**config.mk**
```make
export PLATFORM = sky130hd
export DESIGN_NAME = sser_top
export DESIGN_NICKNAME = d
export VERILOG_FILES = /design/src/design/sser_bcd.v /design/src/design/sser_top.v
export VERILOG_INCLUDE_DIRS = /design/src /design/src/common
export SDC_FILE = /design/constraint.sdc
export NUM_CORES = 1
export LEC_CHECK = 0
export BUFFER_PORTS_ARGS = -buffer_cell sky130_fd_sc_hd__buf_4
export CAP_MARGIN = 5
export CORE_MARGIN = 2
export CORE_UTILIZATION = 56
export CTS_CLUSTER_DIAMETER = 50
export DETAILED_ROUTE_END_ITERATION = 16
export PLACE_DENSITY = 0.8
export SLEW_MARGIN = 20
export SYNTH_ARGS = -nofsm -noshare
export SYNTH_HDL_FRONTEND = slang
export SYNTH_SLANG_ARGS = --single-unit
```
**constraint.sdc**
```tcl
create_clock -name i_sys_clk -period 6.65 [get_ports i_sys_clk]
set_input_delay 0.665 -clock i_sys_clk [delete_from_list [all_inputs] [get_ports i_sys_clk]]
set_output_delay 0.665 -clock i_sys_clk [all_outputs]
set_load 0.05 [all_outputs]
```
**src/common/sser_map.vh**
```
`ifndef SSER_MAP_VH
`define SSER_MAP_VH

// ==========================================================
// status byte bit positions
`define SSER_SSB_TIMEOUT_BIT 0
`define SSER_SSB_BUSERR_BIT 1
`define SSER_SSB_MSGAV_BIT 4
`define SSER_SSB_EVSUM_BIT 5
`define SSER_SSB_MSS_BIT 6

// ==========================================================
// standard event status bit positions
`define SSER_EVR_OPC_BIT 0
`define SSER_EVR_ALARM_BIT 3
`define SSER_EVR_EXE_BIT 4
`define SSER_EVR_CME_BIT 5
`define SSER_EVR_PON_BIT 7

// ==========================================================
// implemented bits and power-on values
`define SSER_SSB_USED 8'h33
`define SSER_EVR_USED 8'hb9
`define SSER_EVR_RESET 8'h80
`define SSER_MASK_RESET 8'h00

// ==========================================================
// query source codes carried with each response
`define SSER_SRC_NONE 3'h0
`define SSER_SRC_SSB 3'h1
`define SSER_SRC_SRE 3'h2
`define SSER_SRC_EVR 3'h3
`define SSER_SRC_EVM 3'h4
`define SSER_SRC_POLL 3'h5

`endif

```
**src/design/sser_bcd.v**
```verilog
// ==========================================================
// byte to three decimal digits, shift-and-add-three
module sser_bcd (
  input wire [7:0] i_bin,
  output reg [11:0] o_bcd
);

  integer i;
  reg [19:0] work;

  // eight unrolled passes; purely combinational, small enough for one cycle
  always @* begin
    work = {12'h000, i_bin};
    for (i = 0; i < 8; i = i + 1) begin
      if (work[11:8] > 4'h4) begin
        work[11:8] = work[11:8] + 4'h3;
      end
      if (work[15:12] > 4'h4) begin
        work[15:12] = work[15:12] + 4'h3;
      end
      if (work[19:16] > 4'h4) begin
        work[19:16] = work[19:16] + 4'h3;
      end
      work = {work[18:0], 1'b0};
    end
    o_bcd = work[19:8];
  end

endmodule

```
**src/design/sser_top.v**
```verilog
`include "sser_map.vh"

module sser_top (
  input wire i_sys_clk,
  input wire i_reset,
  // common commands from the parser, one-cycle strobes
  input wire i_sre_wr,
  input wire i_evm_wr,
  input wire [7:0] i_wr_value,
  input wire i_ssb_qry,
  input wire i_sre_qry,
  input wire i_evr_qry,
  input wire i_evm_qry,
  input wire i_cls,
  input wire i_spoll_rd,
  // event sources, one-cycle strobes from same-clock logic
  input wire i_cmd_err,
  input wire i_exec_err,
  input wire i_alarm_event,
  input wire i_op_complete,
  input wire i_local_bus_error,
  input wire i_local_bus_timeout,
  // output queue level
  input wire i_outq_not_empty,
  // query answer
  output reg o_resp_valid,
  output reg [2:0] o_resp_src,
  output reg [7:0] o_resp_byte,
  output reg [11:0] o_resp_dec,
  // service request line level
  output reg o_srq
);

  // ==========================================================
  // state
  reg [7:0] sre_ff;
  reg [7:0] evm_ff;
  reg [7:0] evr_ff;
  reg lberr_ff;
  reg ltmo_ff;
  reg rqs_ff;
  reg mss_prev_ff;
  reg [7:0] nxt_sre;
  reg [7:0] nxt_evm;
  reg [7:0] nxt_evr;
  reg nxt_lberr;
  reg nxt_ltmo;
  reg nxt_rqs;

  wire esb;
  wire mav;
  wire mss;
  wire [7:0] ssb_low;
  wire [7:0] ssb_qry_val;
  wire [7:0] ssb_poll_val;
  wire [7:0] evr_set;
  reg [7:0] resp_sel;
  reg [2:0] src_sel;
  wire [11:0] resp_dec_c;

  // ==========================================================
  // summaries, combinational so reads are always consistent
  assign esb = |(evr_ff & evm_ff);
  assign mav = i_outq_not_empty;
  assign ssb_low = (8'h00 | ({7'h00, esb} << `SSER_SSB_EVSUM_BIT)
    | ({7'h00, mav} << `SSER_SSB_MSGAV_BIT)
    | ({7'h00, lberr_ff} << `SSER_SSB_BUSERR_BIT)
    | ({7'h00, ltmo_ff} << `SSER_SSB_TIMEOUT_BIT))
    & `SSER_SSB_USED;
  // bit 6 is left out of its own term to avoid a loop
  assign mss = |(ssb_low & sre_ff & 8'hbf);
  assign ssb_qry_val = ssb_low | ({7'h00, mss} << `SSER_SSB_MSS_BIT);
  assign ssb_poll_val = ssb_low
    | ({7'h00, rqs_ff} << `SSER_SSB_MSS_BIT);

  // ==========================================================
  // event strobes to register positions
  assign evr_set = (({7'h00, i_cmd_err} << `SSER_EVR_CME_BIT)
    | ({7'h00, i_exec_err} << `SSER_EVR_EXE_BIT)
    | ({7'h00, i_alarm_event} << `SSER_EVR_ALARM_BIT)
    | ({7'h00, i_op_complete} << `SSER_EVR_OPC_BIT))
    & `SSER_EVR_USED;

  // ==========================================================
  // next-state logic; a new event beats a same-cycle clear
  always @* begin
    nxt_sre = sre_ff;
    nxt_evm = evm_ff;
    nxt_evr = evr_ff;
    nxt_lberr = lberr_ff;
    nxt_ltmo = ltmo_ff;
    nxt_rqs = rqs_ff;
    // masks only change on their own set commands
    if (i_sre_wr) begin
      nxt_sre = i_wr_value;
    end
    if (i_evm_wr) begin
      nxt_evm = i_wr_value;
    end
    // no write path exists for the event register
    if (i_evr_qry || i_cls) begin
      nxt_evr = 8'h00;
    end
    nxt_evr = (nxt_evr | evr_set) & `SSER_EVR_USED;
    if (i_cls) begin
      nxt_lberr = 1'b0;
      nxt_ltmo = 1'b0;
      nxt_rqs = 1'b0;
    end
    if (i_local_bus_error) begin
      nxt_lberr = 1'b1;
    end
    if (i_local_bus_timeout) begin
      nxt_ltmo = 1'b1;
    end
    // request-service: clear on poll read or summary low
    if (i_spoll_rd || !mss) begin
      nxt_rqs = 1'b0;
    end
    // rising edge of summary sets, winning over the poll clear
    if (mss && !mss_prev_ff) begin
      nxt_rqs = 1'b1;
    end
  end

  // ==========================================================
  // registers; reset stands for power-on
  always @(posedge i_sys_clk) begin
    if (i_reset) begin
      sre_ff <= `SSER_MASK_RESET;
      evm_ff <= `SSER_MASK_RESET;
      evr_ff <= `SSER_EVR_RESET;
      lberr_ff <= 1'b0;
      ltmo_ff <= 1'b0;
      rqs_ff <= 1'b0;
      mss_prev_ff <= 1'b0;
    end else begin
      sre_ff <= nxt_sre;
      evm_ff <= nxt_evm;
      evr_ff <= nxt_evr;
      lberr_ff <= nxt_lberr;
      ltmo_ff <= nxt_ltmo;
      rqs_ff <= nxt_rqs;
      mss_prev_ff <= mss;
    end
  end

  // ==========================================================
  // answer select; parser issues one query at a time, fixed
  // priority only guards against a misbehaving parser
  always @* begin
    resp_sel = 8'h00;
    src_sel = `SSER_SRC_NONE;
    if (i_spoll_rd) begin
      resp_sel = ssb_poll_val;
      src_sel = `SSER_SRC_POLL;
    end else if (i_ssb_qry) begin
      resp_sel = ssb_qry_val;
      src_sel = `SSER_SRC_SSB;
    end else if (i_evr_qry) begin
      resp_sel = evr_ff;
      src_sel = `SSER_SRC_EVR;
    end else if (i_sre_qry) begin
      resp_sel = sre_ff;
      src_sel = `SSER_SRC_SRE;
    end else if (i_evm_qry) begin
      resp_sel = evm_ff;
      src_sel = `SSER_SRC_EVM;
    end
  end

  // decimal form of the answer for the text response
  sser_bcd u_bcd (
    .i_bin(resp_sel),
    .o_bcd(resp_dec_c)
  );

  // ==========================================================
  // registered answer, held until the next query
  always @(posedge i_sys_clk) begin
    if (i_reset) begin
      o_resp_valid <= 1'b0;
      o_resp_src <= `SSER_SRC_NONE;
      o_resp_byte <= 8'h00;
      o_resp_dec <= 12'h000;
      o_srq <= 1'b0;
    end else begin
      o_resp_valid <= (src_sel != `SSER_SRC_NONE);
      if (src_sel != `SSER_SRC_NONE) begin
        o_resp_src <= src_sel;
        o_resp_byte <= resp_sel;
        o_resp_dec <= resp_dec_c;
      end
      // line loads nxt_rqs on the same edge as the request-service bit, so it matches rqs_ff
      o_srq <= nxt_rqs;
    end
  end

endmodule

```
==> results by group <==
Status
  • Status: complete, no violations

Cells and area
  • Post-Route Utilization: between 60% and 70%
  • Share of layout cells above drive strength 1: 19.31%
  • Synth-to-Final Area Change: 15.25%
  • Footprint of the multi-input gates: about 1800 um^2
  • Fin cells: 474
  • Ant. Diodes: 0
  • Layout net count: ~440
  • Filler Cell Count: 438
  • FF/Latch Area: between 900 and 1000 um^2

Global routing
  • GRT Residual Overflow: 0
  • Vias in the first global route: 2590
  • First-pass GRT wire length: 11720 um
  • Largest net degree at the start of global routing: 46
  • Antenna violations before repair: 0
  • GRT Util Overall: 24.34%

Logic synthesis
  • Post-synth top area share: 31.53%
  • EDFF count, synth: 0
  • Most frequent cell after synthesis: nor2_1
  • Leading area contributor after synthesis: dfxtp_1
  • Async set-or-reset flop fraction in the synthesized netlist: 0%
  • Synthesized area per cell: 7.893 um^2
  • Largest cells by area after synthesis: dfxtp_1, mux2i_1, nor2_1
  • Synthesized netlist cell count: 370
  • Yosys cell types: 65
  • Synthesized cell area: 2920 um^2
  • Ys Warns: 0
  • Synth Register Bits: 46
  • Commonest cells post-synth: nor2_1, dfxtp_1, nand2_1
  • Most common flop cell mapped by yosys: dfxtp_1
  • Post-synthesis sequential area ratio: 31.53%

Worst setup path
  • R2R Setup Slk: roughly 0.56 ns
  • Crit-path max FO: 6
  • Arrival time of the worst setup path: 6.41 ns
  • Buffers and inverters on the worst path: 1
  • CP cell instances: buf_4 -> a222oi_1 -> o21ai_0 -> a22oi_2 -> nand3_1 -> ha_1 -> nor4_1 -> nor4_4 -> ha_1 -> maj3_2 -> mux2i_1 -> nor3_1 -> or2_1 -> ha_1 -> o31ai_4 -> xnor2_1 -> ha_1 -> or3_1 -> a311oi_1 -> mux2_2 -> a211oi_1
  • Reg-to-Reg End: o_resp_dec[2]$_SDFFE_PP0P_
  • Max stage delay on crit path: 0.54 ns
  • CP most frequent cell: ha_1
  • Reg2Reg Depth: 20
  • Worst setup EP type: register
  • Top Family by Delay on Critical Path: compound AO/OA/AOI/OAI gates
  • CP required: 6.88 ns
  • R2R Path Start: evr_ff[3]$_SDFF_PP0_
  • Critical path's slowest cell: nor4_1
  • Critical setup path kind: in2reg
  • Worst setup SP type: input pin
  • Worst path depth: 21

Placed design
  • DP Cell Count: roughly 470
  • Gpl congestion: approximately 0.93
  • Detailed placement HPWL: 5267 um
  • I/O Buffers: 47

Floorplan
  • Starting density of the core: roughly 58%
  • Die area: 5809 um^2
  • Ports: 50
  • Die Wd: 76.22 um
  • Core footprint: 5075 um^2
  • Die Y: 76.22 um
  • Row count: 26

STA
  • Final Skew: ~0.0065 ns
  • # setup viols final: 0
  • Slew HR: between 50% and 60%
  • Max-slew violations: 0
  • Worst Tran Pin Value: 0.6334 ns
  • Hold Vio Cnt, Final: 0
  • Final total negative setup slack: 0 ns
  • Fmax: 0.1619 GHz
  • Final Critical Period: 6.177 ns
  • Unrepaired setup endpoints after global routing: no
  • Fin crit share: 92.88%

Clocking
  • CTS-repair resized insts: 0
  • Clk sinks: 46
  • Clk slew on worst S/H paths: ~0.090 ns
  • # hold bufs at CTS: 0
  • CTS buffer count: 5
  • # Post-CTS Setup Buffers: 0
  • CTS root buf: clkbuf_8
  • Clk_lat worst skew: 0.31 ns
  • H-tree levels: 2
  • Clk buf depth: 2
  • CTS tree: done

Power and ir drop
  • Leak: 1.420 nW
  • Cell Pwr Density: between 200 and 250 nW/um^2
  • Total power: approximately 0.8 mW
  • Max IR drop VDD: ~0.15 mV

Drt
  • DRT antenna net count: 0
  • Initial DRT Pass Iterations: 4
  • Drc violations: 0
  • Drt total wl: 6967 um
  • DRT iter0 DRCs: ~170
  • Via density: 5.867
  • Vias: 2781
  • Drt wl/cell: between 10 and 15 um

Worst hold path
  • Min-Delay Path Class: reg2reg
  • Hold Crit Depth: 1
  • WHS Endpoint: o_srq$_SDFFE_PP0P_
  • Hold Path Origin: mss_prev_ff$_SDFF_PP0_

Run
  • Max-cap viol count: 0
## through the flow
step                instance area (um^2)  hold slack [ns]  setup WS [ns]
floorplan                           2924           0.3931         0.5297
global placement                    3267           0.3990         0.4619
detailed placement                  3267           0.4303         0.2633
CTS                                 3366           0.4421         0.5451
global route                        3366           0.4813         0.1867
finish                              3366           0.4350         0.4732
## kinds of logic (layout without fill, tap and decap cells)
logic type | after synthesis | count (layout) | share of synthesized area (%)
DFF | 46 | 46 | 31.53
xor gates and xnor gates | 4 | 4 | 2.314
buffers and inverters | 39 | 72 | 6.384
adders and majority gates | 9 | 9 | 3.813
other | 1 | 2 | 0.1284
muxes | 25 | 25 | 8.997
AOI/OAI and AO/OA | 94 | 94 | 21.47
and+or+nand+nor | 152 | 152 | 25.36
## metal layers
metal | GRT usage, % | part of all wire, %
met5 | 0 | 0
met4 | 9.818 | 1.8
met3 | 4.739 | 4.1
met2 | 43.54 | 51
met1 | 28.43 | 43
## state kept, by name (all words and copies together), names as in the netlist, 3 cells and up
name	cells
evm_ff	8
evr_ff	5
o_resp_byte	8
o_resp_dec	9
o_resp_src	3
sre_ff	8
## report_power, final
part	total, mW	switching [mW]	internal (mW)	leakage [nW]
registers	0.315	0.0152	0.300	0.380
logic	0.323	0.196	0.127	0.993
clock network	0.185	0.0998	0.0856	0.0478
total	0.824	0.311	0.513	1.42
## layout make-up
class	count	area share, %
Clock buffer	6	2.454
Clock inverter	2	0.4833
Inverter	12	1.338
Multi-Input combinational cell	286	54.16
Sequential cell	46	27.36
Tap cell	70	2.602
Timing Repair Buffer	52	11.60
## worst max-delay path by stage
| stage | from | endpoint | slack, ns |
|---|---|---|---|
| after floorplan | i_sre_qry | o_resp_dec[2]$_SDFFE_PP0P_ | 0.53 |
| after global placement | i_outq_not_empty | o_resp_dec[2]$_SDFFE_PP0P_ | 0.46 |
| after detailed placement | i_outq_not_empty | o_resp_dec[2]$_SDFFE_PP0P_ | 0.26 |
| after CTS | i_outq_not_empty | o_resp_dec[2]$_SDFFE_PP0P_ | 0.55 |
| after global routing | evm_ff[3]$_SDFFE_PP0P_ | o_resp_dec[2]$_SDFFE_PP0P_ | 0.19 |
| final | i_outq_not_empty | o_resp_dec[2]$_SDFFE_PP0P_ | 0.47 |
## cell usage in the layout, fill, tap and decap left out, types with 3 or more instances in the layout
master and n:
nand4_1 5, o22ai_1 3, a311oi_1 3, o21ai_1 3, nand3b_1 5, or4_1 3
a21oi_1 33, nor4_1 4, clkbuf_8 6, nor3_1 5, dfxtp_1 46, o21ai_0 13
a22oi_1 4, ha_1 8, or2_2 3, nor2_1 54, nand3_1 14, mux2i_1 21
nand2_1 35, a211oi_1 7, nand2b_1 4, inv_1 12, buf_4 52, and3_1 5
Power figures use the tool's default switching activity.
